`config.mk`:
```
export PLATFORM = sky130hd
export DESIGN_NAME = sdfm_top
export DESIGN_NICKNAME = d
export VERILOG_FILES = /design/src/verilog/sdfm_pkg.sv /design/src/verilog/sdfm_top.sv
export VERILOG_INCLUDE_DIRS = /design/src /design/src/verilog
export SDC_FILE = /design/constraint.sdc
export NUM_CORES = 1
export LEC_CHECK = 0
export ABC_AREA = 1
export BUFFER_PORTS_ARGS = -buffer_cell sky130_fd_sc_hd__buf_2
export CORE_MARGIN = 2
export CORE_UTILIZATION = 50
export CTS_CLUSTER_SIZE = 14
export DETAILED_ROUTE_END_ITERATION = 7
export HOLD_SLACK_MARGIN = 0.12
export PLACE_DENSITY = 0.92
export SYNTH_ARGS = -nofsm -noshare
export SYNTH_HDL_FRONTEND = slang
export SYNTH_SLANG_ARGS = --single-unit
```
`constraint.sdc`:
```
create_clock -name pclk -period 1.3 [get_ports pclk]
set_clock_uncertainty 0.05 [all_clocks]
set_input_delay 0.325 -clock pclk [delete_from_list [all_inputs] [get_ports pclk]]
set_output_delay 0.325 -clock pclk [all_outputs]
set_load 0.05 [all_outputs]
```
`src/verilog/sdfm_map.svh`:
```
// Purpose: Offsets, bit positions and timing for the supply monitor
// Assumes: APB byte addresses, one 32-bit word per register
// Notes:   Definitions only
`ifndef SDFM_MAP_SVH
`define SDFM_MAP_SVH

// ****************************************
// Register byte offsets
// ****************************************
`define SDFM_OFF_FLT_A   8'h00
`define SDFM_OFF_FLT_B   8'h04
`define SDFM_OFF_OT      8'h08
`define SDFM_OFF_UT      8'h0C
`define SDFM_OFF_CTRL    8'h10
`define SDFM_OFF_CAUSE   8'h14

// ****************************************
// Field positions
// ****************************************
`define SDFM_A_AOV       0
`define SDFM_A_AOSC      1
`define SDFM_A_DOV       2
`define SDFM_A_COV       3
`define SDFM_A_CUV       4
`define SDFM_A_HROPEN    5
`define SDFM_A_DGOPEN    6
`define SDFM_A_CGOPEN    7
`define SDFM_B_TOV       0
`define SDFM_B_TUV       1
`define SDFM_B_TOSC      2
`define SDFM_B_NUV       3
`define SDFM_B_HROSC     4
`define SDFM_CTRL_ALIAS  0
`define SDFM_CAUSE_AUV   0
`define SDFM_CAUSE_DSEN  1

// ****************************************
// Widths, reset values, modes, timing
// ****************************************
`define SDFM_A_W         8
`define SDFM_B_W         5
`define SDFM_TEMP_W      16
`define SDFM_CTRL_RST    1'h1
`define SDFM_MODE_ACTIVE 2'h1
`define SDFM_MODE_SLEEP  2'h2
`define SDFM_RST_NS      1000
`define SDFM_CLK_NS      50

`endif

```
`src/verilog/sdfm_pkg.sv`:
```
// Purpose: Types shared by the supply monitor
// Assumes: Detector inputs are synchronous levels
// Notes:   One bit per comparator or open detector
package sdfm_pkg;

	// Raw detector levels, high while the condition holds
	typedef struct packed {
		logic an_ov;
		logic an_uv;
		logic an_osc;
		logic dg_ov;
		logic dg_uv;
		logic cm_ov;
		logic cm_uv;
		logic tr_ov;
		logic tr_uv;
		logic tr_osc;
		logic ng_uv;
		logic hr_osc;
		logic hr_open;
		logic dg_open;
		logic cm_open;
	} sdfm_det_s;

	typedef enum logic [1:0] {
		S_RUN,
		S_RST,
		S_WAIT
	} sdfm_state_e;

endpackage

```
`src/verilog/sdfm_top.sv`:
```
// Purpose: Background supply and ground fault monitor with APB access
// Assumes: Detector and mode inputs synchronous to pclk
// Notes:   Fault bits are write-one-to-clear, a new event beats a clear
//
// Chosen here: the register offsets and the APB register port.
`timescale 1ns/1ps
`default_nettype none
`include "sdfm_map.svh"

// Contract
// Checks run only in active or sleep mode, continuously.
// Analog overvoltage sets analog over flag in status A.
// Analog undervoltage cuts digital supply, resets, then records reset cause.
// Analog oscillation sets analog osc flag in status A.
// Digital overvoltage sets digital over flag in status A.
// Digital undervoltage resets without any dedicated flag.
// Comm over or undervoltage sets matching comm flag in status A.
// Thermistor reference faults set status B flag and all temperature bits.
// Negative rail undervoltage sets its flag in status B only.
// High reference positive oscillation sets high reference osc flag.
// Return, digital ground, comm ground open set matching flag in A.
// Over or undervoltage may also raise matching oscillation flag.
// Flags stay set until host clears them or reset.
module sdfm_top
	import sdfm_pkg::*;
(
	input  wire logic              pclk,
	input  wire logic              presetn,
	input  wire logic              psel,
	input  wire logic              penable,
	input  wire logic              pwrite,
	input  wire logic [7:0]        paddr,
	input  wire logic [31:0]       pwdata,
	output logic      [31:0]       prdata,
	output logic                   pready,
	output logic                   pslverr,
	input  wire logic [1:0]        power_mode,
	input  wire sdfm_det_s         det,
	input  wire logic [15:0]       over_temp_evt,
	input  wire logic [15:0]       under_temp_evt,
	output logic                   digital_supply_en,
	output logic                   digital_reset_req
);

	// ****************************************
	// Constants and state
	// ****************************************
	localparam int unsigned RST_CYC_I =
		(`SDFM_RST_NS + `SDFM_CLK_NS - 1) / `SDFM_CLK_NS;
	localparam logic [4:0] RST_CYC = 5'(RST_CYC_I);

	logic [`SDFM_A_W-1:0]    flt_a_ff, nxt_flt_a, set_a, clr_a, keep_a;
	logic [`SDFM_B_W-1:0]    flt_b_ff, nxt_flt_b, set_b, clr_b;
	logic [`SDFM_TEMP_W-1:0] ot_ff, nxt_ot, ut_ff, nxt_ut, clr_ot, clr_ut;
	logic                    ctrl_ff, nxt_ctrl;
	logic                    cause_ff, nxt_cause, clr_cause;
	logic                    pend_ff, nxt_pend;
	logic                    sup_en_ff, nxt_sup_en;
	logic                    rst_req_ff, nxt_rst_req;
	logic [4:0]              cnt_ff, nxt_cnt;
	sdfm_state_e             st_ff, nxt_st;
	logic [31:0]             prdata_ff, nxt_prdata;
	logic                    pready_ff, nxt_pready;
	logic                    pslverr_ff, nxt_pslverr;
	logic                    mon_on, wr, tr_any, alias_en, hit;

	assign prdata            = prdata_ff;
	assign pready            = pready_ff;
	assign pslverr           = pslverr_ff;
	assign digital_supply_en = sup_en_ff;
	assign digital_reset_req = rst_req_ff;

	// ****************************************
	// Detection
	// ****************************************
	// Checkers gated by power mode
	always_comb
	begin
		mon_on = (power_mode == `SDFM_MODE_ACTIVE) ||
			(power_mode == `SDFM_MODE_SLEEP);
		alias_en = ctrl_ff;
		tr_any = mon_on && (det.tr_ov || det.tr_uv || det.tr_osc);
		set_a = '0;
		set_b = '0;
		set_a[`SDFM_A_AOV]    = mon_on && det.an_ov;
		set_a[`SDFM_A_AOSC]   = mon_on && (det.an_osc ||
			(alias_en && (det.an_ov || det.an_uv)));
		set_a[`SDFM_A_DOV]    = mon_on && det.dg_ov;
		set_a[`SDFM_A_COV]    = mon_on && det.cm_ov;
		set_a[`SDFM_A_CUV]    = mon_on && det.cm_uv;
		set_a[`SDFM_A_HROPEN] = mon_on && det.hr_open;
		set_a[`SDFM_A_DGOPEN] = mon_on && det.dg_open;
		set_a[`SDFM_A_CGOPEN] = mon_on && det.cm_open;
		set_b[`SDFM_B_TOV]    = mon_on && det.tr_ov;
		set_b[`SDFM_B_TUV]    = mon_on && det.tr_uv;
		set_b[`SDFM_B_TOSC]   = mon_on && (det.tr_osc ||
			(alias_en && (det.tr_ov || det.tr_uv)));
		set_b[`SDFM_B_NUV]    = mon_on && det.ng_uv;
		set_b[`SDFM_B_HROSC]  = mon_on && det.hr_osc;
	end

	// ****************************************
	// Sticky flags
	// ****************************************
	// Write-one-to-clear; set wins so no event is lost
	always_comb
	begin
		wr = psel && penable && pwrite && pready_ff;
		clr_a = (wr && paddr == `SDFM_OFF_FLT_A) ? pwdata[`SDFM_A_W-1:0] : '0;
		clr_b = (wr && paddr == `SDFM_OFF_FLT_B) ? pwdata[`SDFM_B_W-1:0] : '0;
		clr_ot = (wr && paddr == `SDFM_OFF_OT) ? pwdata[`SDFM_TEMP_W-1:0] : '0;
		clr_ut = (wr && paddr == `SDFM_OFF_UT) ? pwdata[`SDFM_TEMP_W-1:0] : '0;
		clr_cause = wr && paddr == `SDFM_OFF_CAUSE && pwdata[`SDFM_CAUSE_AUV];
		keep_a = flt_a_ff & ~clr_a;
		nxt_flt_a = keep_a | set_a;
		nxt_flt_b = (flt_b_ff & ~clr_b) | set_b;
		nxt_ot = (ot_ff & ~clr_ot) | (mon_on ? over_temp_evt : '0);
		nxt_ut = (ut_ff & ~clr_ut) | (mon_on ? under_temp_evt : '0);
		if (tr_any)
		begin
			nxt_ot = '1;
			nxt_ut = '1;
		end
		nxt_ctrl = ctrl_ff;
		if (wr && paddr == `SDFM_OFF_CTRL)
		begin
			nxt_ctrl = pwdata[`SDFM_CTRL_ALIAS];
		end
	end

	always_ff @(posedge pclk or negedge presetn)
	begin
		if (!presetn)
		begin
			flt_a_ff <= '0;
			flt_b_ff <= '0;
			ot_ff    <= '0;
			ut_ff    <= '0;
			ctrl_ff  <= `SDFM_CTRL_RST;
		end
		else
		begin
			flt_a_ff <= nxt_flt_a;
			flt_b_ff <= nxt_flt_b;
			ot_ff    <= nxt_ot;
			ut_ff    <= nxt_ut;
			ctrl_ff  <= nxt_ctrl;
		end
	end

	// ****************************************
	// Supply cut and digital reset
	// ****************************************
	// Analog dip holds digital supply off through the reset pulse and until it recovers
	always_comb
	begin
		nxt_st = st_ff;
		nxt_cnt = cnt_ff;
		nxt_pend = pend_ff;
		nxt_sup_en = sup_en_ff;
		nxt_cause = cause_ff && !clr_cause;
		case (st_ff)
			S_RUN:
			begin
				nxt_cnt = '0;
				if (mon_on && det.an_uv)
				begin
					nxt_sup_en = 1'b0;
					nxt_pend = 1'b1;
					nxt_st = S_RST;
				end
				else if (mon_on && det.dg_uv)
				begin
					nxt_pend = 1'b0;
					nxt_st = S_RST;
				end
			end
			S_RST:
			begin
				nxt_cnt = cnt_ff + 5'h01;
				if (cnt_ff == RST_CYC - 5'h01)
				begin
					nxt_st = S_WAIT;
				end
			end
			S_WAIT:
			begin
				// Cause is recorded only after the reset pulse ends
				if (!(mon_on && det.an_uv))
				begin
					nxt_sup_en = 1'b1;
					// Keep a same-cycle clear unless this reset sets the cause again
					nxt_cause = (cause_ff && !clr_cause) || pend_ff;
					nxt_pend = 1'b0;
					nxt_st = S_RUN;
				end
			end
			default:
			begin
				nxt_st = S_RUN;
			end
		endcase
		nxt_rst_req = (nxt_st == S_RST);
	end

	always_ff @(posedge pclk or negedge presetn)
	begin
		if (!presetn)
		begin
			st_ff      <= S_RUN;
			cnt_ff     <= '0;
			pend_ff    <= 1'b0;
			sup_en_ff  <= 1'b1;
			rst_req_ff <= 1'b0;
			cause_ff   <= 1'b0;
		end
		else
		begin
			st_ff      <= nxt_st;
			cnt_ff     <= nxt_cnt;
			pend_ff    <= nxt_pend;
			sup_en_ff  <= nxt_sup_en;
			rst_req_ff <= nxt_rst_req;
			cause_ff   <= nxt_cause;
		end
	end

	// ****************************************
	// APB slave
	// ****************************************
	// One wait-free access phase; data captured in setup
	always_comb
	begin
		hit = 1'b1;
		nxt_prdata = prdata_ff;
		case (paddr)
			`SDFM_OFF_FLT_A: nxt_prdata = {24'h0000_00, flt_a_ff};
			`SDFM_OFF_FLT_B: nxt_prdata = {27'h000_0000, flt_b_ff};
			`SDFM_OFF_OT:    nxt_prdata = {16'h0000, ot_ff};
			`SDFM_OFF_UT:    nxt_prdata = {16'h0000, ut_ff};
			`SDFM_OFF_CTRL:  nxt_prdata = {31'h0000_0000, ctrl_ff};
			`SDFM_OFF_CAUSE: nxt_prdata = {30'h0000_0000, sup_en_ff, cause_ff};
			default:
			begin
				hit = 1'b0;
				nxt_prdata = '0;
			end
		endcase
		nxt_pready = psel && !penable;
		nxt_pslverr = psel && !penable && !hit;
		if (!(psel && !penable))
		begin
			nxt_prdata = '0;
		end
	end

	always_ff @(posedge pclk or negedge presetn)
	begin
		if (!presetn)
		begin
			prdata_ff  <= '0;
			pready_ff  <= 1'b0;
			pslverr_ff <= 1'b0;
		end
		else
		begin
			prdata_ff  <= nxt_prdata;
			pready_ff  <= nxt_pready;
			pslverr_ff <= nxt_pslverr;
		end
	end
endmodule
`default_nettype wire
```
==> impl_metrics.xml, run 1 <==
<?xml version="1.0" encoding="UTF-8"?>
<metrics>
  <group name="timing">
    <metric name="period_minus_slack" unit="ns">1.42</metric>
    <metric name="final_max_slew_viol_count" unit="">0</metric>
    <metric name="fmax" unit="MHz">704</metric>
    <metric name="grt_setup_unrepaired" unit="">true</metric>
    <metric name="layout_worst_path_cycle_share" unit="%">109</metric>
    <metric name="final_hold_viol_count" unit="">0</metric>
    <metric name="layout_setup_ws" unit="ns">-0.119</metric>
    <metric name="hold_slack" unit="ns">0.129</metric>
    <metric name="timing.final.setup_violations" unit="">29</metric>
  </group>
  <group name="power_and_ir_drop">
    <metric name="power.leakage" unit="nW">2.43</metric>
    <metric name="power.share.combinational" unit="%">22.0</metric>
    <metric name="netSwitchingFraction" unit="%">32.5</metric>
    <metric name="int_pwr" unit="mW">3.91</metric>
    <metric name="total_switching_power" unit="mW">1.88</metric>
    <metric name="proportion_of_power_drawn_by_the_clock_network" unit="%">33.3</metric>
    <metric name="vdd_ir_drop_max" unit="V">0.000797</metric>
    <metric name="power.density" unit="nW/um^2">1150</metric>
    <metric name="power_frac_seq" unit="%">44.7</metric>
  </group>
  <group name="placed_design">
    <metric name="dpl.hpwl" unit="microns">6980</metric>
    <metric name="gpl.final_weighted_congestion" unit="">0.858</metric>
    <metric name="buffer_ports.inserted" unit="">97</metric>
    <metric name="place_worst_setup_slack" unit="ns">-0.317</metric>
  </group>
  <group name="layout">
    <metric name="layout.nets" unit="">673</metric>
    <metric name="regArea" unit="sq um">1880</metric>
    <metric name="postLayoutCoreUtil" unit="%">69.9</metric>
    <metric name="antenna-diode-count" unit="">0</metric>
    <metric name="area_delta_synth_final" unit="%">35.7</metric>
    <metric name="drive_gt1_share" unit="%">37.0</metric>
    <metric name="leading_cell_types_in_the_layout_fill_and_taps_excluded" unit="">114 x nand2_1, 76 x buf_2, 72 x dfrtp_1, 42 x inv_1</metric>
    <metric name="multi_input_area" unit="sq um">1700</metric>
    <metric name="count_of_fill_cells_added_during_filler_insertion" unit="">497</metric>
    <metric name="most_frequent_standard_cell_in_the_layout_excluding_fill_and_tap_cells" unit="">nand2_1</metric>
  </group>
  <group name="logic_synthesis">
    <metric name="syn_area" unit="sq um">3720</metric>
    <metric name="synthesis.area_per_instance" unit="sq um">8.34</metric>
    <metric name="yosys_warnings" unit="">0</metric>
    <metric name="number_of_unique_standard_cell_types_used_by_synthesis" unit="">32</metric>
    <metric name="synth_seq_cells" unit="">75</metric>
    <metric name="synth_sequential_area_ratio" unit="%">50.5</metric>
    <metric name="post_synth_inst_count" unit="">446</metric>
  </group>
  <group name="detailed_routing">
    <metric name="postRouteWirelength" unit="microns">11500</metric>
    <metric name="drtPass1Iterations" unit="">5</metric>
    <metric name="dr.first_iter.drc_count" unit="">414</metric>
    <metric name="viasPerCell" unit="">5.55</metric>
    <metric name="route.antenna.remaining_nets" unit="">0</metric>
    <metric name="wire_per_inst" unit="microns">16.9</metric>
    <metric name="dr_total_vias" unit="">3787</metric>
    <metric name="drt_drc_violations_left" unit="">0</metric>
  </group>
  <group name="die">
    <metric name="chipHeight" unit="microns">90.2</metric>
    <metric name="die_outline_area" unit="sq um">8140</metric>
    <metric name="start_util" unit="%">51.5</metric>
    <metric name="coreArea" unit="sq um">7210</metric>
    <metric name="floorplan.rows" unit="">31</metric>
    <metric name="io_pins" unit="">130</metric>
    <metric name="die_x" unit="microns">90.2</metric>
  </group>
  <group name="setup_path">
    <metric name="worstPathBufferInverterCount" unit="">1</metric>
    <metric name="max_stage_delay_on_crit_path" unit="ns">0.55</metric>
    <metric name="worstSetupPathType" unit="">reg -&gt; out</metric>
    <metric name="cell_chain_critical_path" unit="">buf_8</metric>
    <metric name="gate_family_responsible_for_the_most_delay_along_the_worst_path" unit="">flip-flops</metric>
    <metric name="worstSetupEndpointType" unit="">output port</metric>
    <metric name="worst_ep_arrival_time" unit="ns">1.04</metric>
    <metric name="worstPathMaxFanout" unit="">2</metric>
    <metric name="cp-start-kind" unit="">flop</metric>
    <metric name="critPathRequiredTime" unit="ns">0.93</metric>
    <metric name="critical_path.slowest_cell" unit="">dfstp_2</metric>
  </group>
  <group name="global_route">
    <metric name="grt_start_max_net_pins" unit="">45</metric>
    <metric name="grt_first_pass_wirelength" unit="microns">16100</metric>
    <metric name="grt-ovfl-total" unit="">0</metric>
    <metric name="grt_antenna_before_repair" unit="">0</metric>
    <metric name="grt_pass1_vias" unit="">3537</metric>
    <metric name="groute.usage.overall" unit="%">25.1</metric>
  </group>
  <group name="outcome">
    <metric name="violations_in_the_final_reports" unit="">negative setup slack</metric>
    <metric name="run_status" unit="">finished with violations</metric>
  </group>
  <group name="clocking">
    <metric name="clk_pin_slew" unit="ns">0.08</metric>
    <metric name="ctsHtreeMaxLevel" unit="">3</metric>
    <metric name="cts_tree" unit="">done</metric>
    <metric name="cts-root-buf" unit="">clkbuf_8</metric>
    <metric name="worst_skew_pair.late_latency" unit="ns">0.36</metric>
    <metric name="cts_made_buffers" unit="">9</metric>
    <metric name="clockBufferDepth" unit="">2</metric>
    <metric name="clock_sink_count" unit="">75</metric>
  </group>
  <group name="job">
    <metric name="timing.max_cap.violations" unit="">0</metric>
  </group>
  <group name="min_path">
    <metric name="worstHoldPathType" unit="">in -&gt; reg</metric>
  </group>
</metrics>
-- synth_stat cells (all sizes together) --
cell / n / area [sq um]
buf: 24 / 179
xnor2: 1 / 8.76
dfrtp: 73 / 1830
ha: 1 / 12.5
conb: 1 / 3.75
clkbuf: 3 / 11.3
o21ai: 53 / 340
inv: 46 / 175
o21a: 5 / 37.5
nor3: 2 / 10.0
dfstp: 2 / 52.6
nor2: 40 / 191
a21oi: 39 / 195
a22oi: 1 / 7.51
nand3b: 1 / 7.51
nand3: 24 / 120
clkinv: 1 / 5.00
nand4: 1 / 6.26
nand2: 126 / 508
o211ai: 2 / 20.0
-- sequential cells by signal (all words and copies together), names as in the netlist, 2 cells and up --
signal	count
flt_a_ff	8
st_ff	2
ut_ff	16
prdata	16
ot_ff	16
cnt_ff	5
flt_b_ff	5
-- repair_timing --
action                                  4_1_cts  5_1_grt
endpoints found under the setup margin       22       52
gates resized for setup                      29       69
buffers inserted                              0        6
pin swaps                                     0        4
endpoints found under the hold margin        74        1
cloned                                        0        2
hold buffers                                  2        1
-- layer usage --
layer	wire length, microns	vias up	global-route usage [%]
met2	5600	263	41.7
met1	4280	1777	30.0
met5	0	-	0
met3	987	78	5.95
li1	-	1669	-
met4	639	0	14.4
-- final timing paths --
check                                              start                             to  slack, ns  depth (start not counted)
setup / recovery           digital_supply_en$_DFFE_PN1P_              digital_supply_en      -0.12                          1
hold / removal                                    det[9]          flt_a_ff[3]$_DFF_PN0_       0.13                          3
setup reg to reg                        pready$_DFF_PN0_          flt_a_ff[5]$_DFF_PN0_      -0.06                          6
hold reg to reg                    flt_a_ff[6]$_DFF_PN0_          flt_a_ff[6]$_DFF_PN0_       0.44                          2
max in group asynchronous                        presetn  digital_supply_en$_DFFE_PN1P_       0.31                          3
min in group asynchronous                        presetn             st_ff[1]$_DFF_PN0_       0.32                          2
-- cell families (layout without fill, tap and decap cells) --
| kind of cell | Yosys count | after routing | share of synthesized area (%) |
|---|---|---|---|
| and+or+nand+nor | 194 | 196 | 22.7 |
| AOI/OAI and AO/OA | 100 | 100 | 16.2 |
| DFF | 75 | 75 | 50.5 |
| buffers and inverters | 74 | 194 | 9.96 |
| adders and majority gates | 1 | 1 | 0.336 |
| other | 1 | 16 | 0.101 |
| xor gates and xnor gates | 1 | 1 | 0.236 |
-- layout make-up --
class	instances	share of cell area, %
Sequential cell	75	37.3
Multi-Input combinational cell	314	33.6
Timing Repair Buffer	131	18.9
Inverter	47	3.64
Clock buffer	10	2.73
Tap cell	99	2.45
Clock inverter	6	1.39
-- per-stage QoR --
stage               instance area (sq um)  TNS [ns]  cells  total power [mW]
floorplan                            3780         0    461              3.36
global route                         5050     -3.18    682              6.02
global placement                     4450     -8.84    655              3.71
CTS                                  4750    -0.290    673              5.71
detailed placement                   4450    -12.98    655              3.78
finish                               5050    -0.820    682              5.80
-- power groups by stage --
stage	Clock (mW)	Sequential, mW	Combinational, mW
6_report	1.93	2.59	1.27
5_1_grt	2.03	2.61	1.39
4_1_cts	1.92	2.58	1.21
3_5_place_dp	0	2.62	1.16
3_3_place_gp	0	2.61	1.10
2_1_floorplan	0	2.72	0.642
Note: power is estimated with default switching activity, not from simulation.
==> run 2, diff against run 1 <==
--- a/config.mk
+++ b/config.mk
@@ -6,13 +6,13 @@
 export SDC_FILE = /design/constraint.sdc
 export NUM_CORES = 1
 export LEC_CHECK = 0
-export ABC_AREA = 1
+export ABC_AREA = 0
 export BUFFER_PORTS_ARGS = -buffer_cell sky130_fd_sc_hd__buf_2
-export CORE_MARGIN = 2
-export CORE_UTILIZATION = 50
+export CORE_MARGIN = 1
+export CORE_UTILIZATION = 52
 export CTS_CLUSTER_SIZE = 14
 export DETAILED_ROUTE_END_ITERATION = 7
-export HOLD_SLACK_MARGIN = 0.12
+export HOLD_SLACK_MARGIN = 0.15
 export PLACE_DENSITY = 0.92
 export SYNTH_ARGS = -nofsm -noshare
 export SYNTH_HDL_FRONTEND = slang
==> run 2 against run 1 <==
The run still ends with negative setup slack left. Worst setup slack lost 0.25 ns. Critical path depth increased by 4. Maximum frequency shrank 15%. Via count grew 26%. First-iteration DRC count rose by 32%. Non-clock buffer count up 48. Wire length grew 50%. Flip-flop and latch count stayed put. Sequential share of layout area down 7.6 points. Register-to-register slack got worse by 0.16 ns. Global-route usage grew 11 points. Largest cell class is now multi-input gates. Highest routed layer unchanged.
==> impl_metrics.xml, run 2 <==
<?xml version="1.0" encoding="UTF-8"?>
<metrics>
  <group name="outcome">
    <metric name="run_status" unit="">finished with violations</metric>
    <metric name="violations_in_the_final_reports" unit="">negative setup slack</metric>
  </group>
  <group name="setup_path">
    <metric name="critPathRequiredTime" unit="ns">1.48</metric>
    <metric name="cp-start-kind" unit="">input port</metric>
    <metric name="worstPathMaxFanout" unit="">16</metric>
    <metric name="worstSetupEndpointType" unit="">flop</metric>
    <metric name="cell_chain_critical_path" unit="">buf_2 &gt; or4_4 &gt; buf_12 &gt; o41ai_4 &gt; nand2_1</metric>
    <metric name="worstSetupPathType" unit="">in -&gt; reg</metric>
    <metric name="critical_path.slowest_cell" unit="">or4_4</metric>
    <metric name="r2r_slack" unit="ns">-0.22</metric>
    <metric name="worst_ep_arrival_time" unit="ns">1.85</metric>
    <metric name="max_stage_delay_on_crit_path" unit="ns">0.60</metric>
  </group>
  <group name="detailed_routing">
    <metric name="viasPerCell" unit="">7.05</metric>
    <metric name="wire_per_inst" unit="microns">25.4</metric>
    <metric name="dr.first_iter.drc_count" unit="">545</metric>
    <metric name="drt_drc_violations_left" unit="">0</metric>
    <metric name="drtPass1Iterations" unit="">6</metric>
    <metric name="postRouteWirelength" unit="microns">17200</metric>
    <metric name="dr_total_vias" unit="">4788</metric>
    <metric name="route.antenna.remaining_nets" unit="">0</metric>
  </group>
  <group name="global_route">
    <metric name="grt_pass1_vias" unit="">4569</metric>
    <metric name="grt_first_pass_wirelength" unit="microns">24000</metric>
    <metric name="grt_start_max_net_pins" unit="">33</metric>
    <metric name="grt_antenna_before_repair" unit="">0</metric>
    <metric name="groute.usage.overall" unit="%">36.5</metric>
    <metric name="grt-ovfl-total" unit="">0</metric>
  </group>
  <group name="die">
    <metric name="die_outline_area" unit="sq um">8860</metric>
    <metric name="die_x" unit="microns">94.1</metric>
    <metric name="chipHeight" unit="microns">94.1</metric>
    <metric name="io_pins" unit="">130</metric>
    <metric name="coreArea" unit="sq um">8220</metric>
    <metric name="start_util" unit="%">53.7</metric>
    <metric name="floorplan.rows" unit="">33</metric>
  </group>
  <group name="logic_synthesis">
    <metric name="synthesis.area_per_instance" unit="sq um">10.4</metric>
    <metric name="post_synth_main_area_contributors" unit="">dfrtp_1 41%, o41ai_2 11%, nand2_1 5.2%</metric>
    <metric name="synth_enable_flop_cells" unit="">0</metric>
    <metric name="synth_seq_cells" unit="">75</metric>
    <metric name="yosys_most_used_dff" unit="">dfrtp_1</metric>
    <metric name="synth.cells.most_frequent" unit="">73 x dfrtp_1, 61 x nand2_1, 41 x o21ai_0</metric>
    <metric name="synth_most_common_cell" unit="">dfrtp_1</metric>
    <metric name="yosys_warnings" unit="">0</metric>
    <metric name="synth_sequential_area_ratio" unit="%">42.6</metric>
    <metric name="syn_area" unit="sq um">4410</metric>
    <metric name="post_synth_inst_count" unit="">424</metric>
    <metric name="number_of_unique_standard_cell_types_used_by_synthesis" unit="">42</metric>
    <metric name="synthDominantCellAreaShare" unit="%">41.4</metric>
    <metric name="synthArstFlopShare" unit="%">100</metric>
    <metric name="netlist.top_cell.by_area" unit="">dfrtp_1</metric>
  </group>
  <group name="placed_design">
    <metric name="gpl.final_weighted_congestion" unit="">0.896</metric>
    <metric name="buffer_ports.inserted" unit="">97</metric>
    <metric name="place_worst_setup_slack" unit="ns">-0.672</metric>
    <metric name="dpl.hpwl" unit="microns">8680</metric>
    <metric name="place.detailed.instances" unit="">635</metric>
  </group>
  <group name="timing">
    <metric name="hold_slack" unit="ns">0.158</metric>
    <metric name="final_hold_viol_count" unit="">0</metric>
    <metric name="layout_setup_ws" unit="ns">-0.369</metric>
    <metric name="timing.final.setup_violations" unit="">66</metric>
    <metric name="grt_setup_unrepaired" unit="">true</metric>
    <metric name="layout_worst_path_cycle_share" unit="%">128</metric>
    <metric name="final_max_slew_viol_count" unit="">0</metric>
    <metric name="fmax" unit="MHz">599</metric>
    <metric name="period_minus_slack" unit="ns">1.67</metric>
  </group>
  <group name="clocking">
    <metric name="cts-root-buf" unit="">clkbuf_8</metric>
    <metric name="clock_sink_count" unit="">75</metric>
    <metric name="ctsHtreeMaxLevel" unit="">3</metric>
    <metric name="clockBufferDepth" unit="">2</metric>
    <metric name="cts_tree" unit="">done</metric>
    <metric name="cts_made_buffers" unit="">9</metric>
    <metric name="worst_skew_pair.late_latency" unit="ns">0.37</metric>
    <metric name="clk_pin_slew" unit="ns">0.09</metric>
  </group>
  <group name="power_and_ir_drop">
    <metric name="vdd_ir_drop_max" unit="V">0.000584</metric>
    <metric name="power.density" unit="nW/um^2">945</metric>
    <metric name="power.leakage" unit="nW">3.00</metric>
    <metric name="post-layout-total-power" unit="mW">6.00</metric>
  </group>
  <group name="layout">
    <metric name="count_of_fill_cells_added_during_filler_insertion" unit="">439</metric>
    <metric name="leading_cell_types_in_the_layout_fill_and_taps_excluded" unit="">72 x buf_2, 71 x dfrtp_1, 61 x nand2_1, 51 x buf_4, 41 x o21ai_0</metric>
    <metric name="post_layout_nonfiller_instances" unit="">679</metric>
    <metric name="most_frequent_standard_cell_in_the_layout_excluding_fill_and_tap_cells" unit="">buf_2</metric>
    <metric name="area_delta_synth_final" unit="%">43.8</metric>
    <metric name="layout.nets" unit="">663</metric>
    <metric name="drive_gt1_share" unit="%">44.9</metric>
  </group>
  <group name="min_path">
    <metric name="worstHoldPathType" unit="">in -&gt; reg</metric>
  </group>
  <group name="job">
    <metric name="timing.max_cap.violations" unit="">0</metric>
  </group>
</metrics>
[run 2: cell count changes in the layout (fill, tap and decap cells not counted), moves of 15 or more]
| cell | before | now |
|---|---|---|
| nand4b_1 | 0 | 18 |
| nor2_1 | 32 | 11 |
| nand2_1 | 114 | 61 |
| mux2i_1 | 0 | 15 |
| a21oi_1 | 39 | 7 |
| inv_1 | 42 | 7 |
| o41ai_2 | 0 | 36 |
| or4bb_1 | 0 | 16 |
| o21ai_2 | 39 | 0 |
| o21ai_0 | 6 | 41 |
| buf_4 | 27 | 51 |
| nand3_1 | 24 | 7 |
[run 2: area by class of cell]
class	count	area (sq um)	area share, %
multi-input combinational	296	2560	40.4
clock inverter	5	52.6	0.828
clock buffer	11	141	2.23
inverter	7	26.3	0.414
tap	105	131	2.07
antenna	1	2.50	0.0394
timing repair buffer	179	1550	24.3
sequential	75	1880	29.7
[run 2: worst paths after layout]
| path | startpoint | end | depth (start not counted) |
|---|---|---|---|
| worst max-delay path | paddr[5] | ut_ff[3]$_DFF_PN0_ | 5 |
| worst min-delay path | under_temp_evt[9] | ut_ff[9]$_DFF_PN0_ | 3 |
| worst max register to register | pready$_DFF_PN0_ | ut_ff[3]$_DFF_PN0_ | 5 |
| worst min register to register | flt_b_ff[2]$_DFF_PN0_ | flt_b_ff[2]$_DFF_PN0_ | 2 |
| max in group asynchronous | presetn | flt_a_ff[5]$_DFF_PN0_ | 3 |
| min in group asynchronous | presetn | cnt_ff[3]$_DFFE_PN0P_ | 2 |
[run 2: repair_timing]
| item | 4_1_cts | 5_1_grt |
|---|---|---|
| pin swaps | 15 | 5 |
| endpoints found under the hold margin | 85 | 0 |
| resized for setup | 62 | 37 |
| setup endpoints to repair | 81 | 70 |
| hold buffers | 11 | 0 |
| setup buffers | 7 | 5 |
| cloned | 2 | 2 |
[run 2: kinds of logic (layout without fill, tap and decap cells)]
family / after synthesis / count (layout) / share of synthesized area, %
flops: 75 / 75 / 42.6
xor+xnor: 1 / 1 / 0.199
fa+ha+maj: 1 / 1 / 0.284
mux: 20 / 20 / 5.45
compound gates: 108 / 108 / 22.0
other cells: 1 / 17 / 0.0850
simple gates: 150 / 150 / 21.4
buf+inv: 68 / 202 / 8.00
[run 2: report_power, final]
part | switching [mW] | total [mW] | internal, mW
Clock | 0.937 | 1.87 | 0.931
Combinational | 0.908 | 1.56 | 0.655
Sequential | 0.107 | 2.57 | 2.46
[run 2: metal layers]
metal  wire (microns)  up-vias  share of wire, %  track usage, %
met2             7860      474                46            57.2
met3             1830      154                11            7.36
met1             6190     2303                36            44.4
li1                 -     1857                 -               -
met4             1370        0               7.9            26.7
met5                0        -                 0               0
[run 2: worst max-delay path, delay by kind of cell]
| kind | cells | cell delay, ns |
|---|---|---|
| AO/OA/AOI/OAI | 1 | 0.43 |
| AND/OR/NAND/NOR | 2 | 0.76 |
| buffers and inverters | 2 | 0.33 |
[run 2: stage by stage]
step           utilization [%]  setup TNS (ns)  instance area (sq um)
6_report                  77.2          -10.09                   6350
5_1_grt                   77.2          -11.01                   6340
4_1_cts                   73.7           -5.98                   6060
3_5_place_dp              65.4          -35.48                   5370
3_3_place_gp              65.4          -30.83                   5370
2_1_floorplan                -          -16.51                   4590
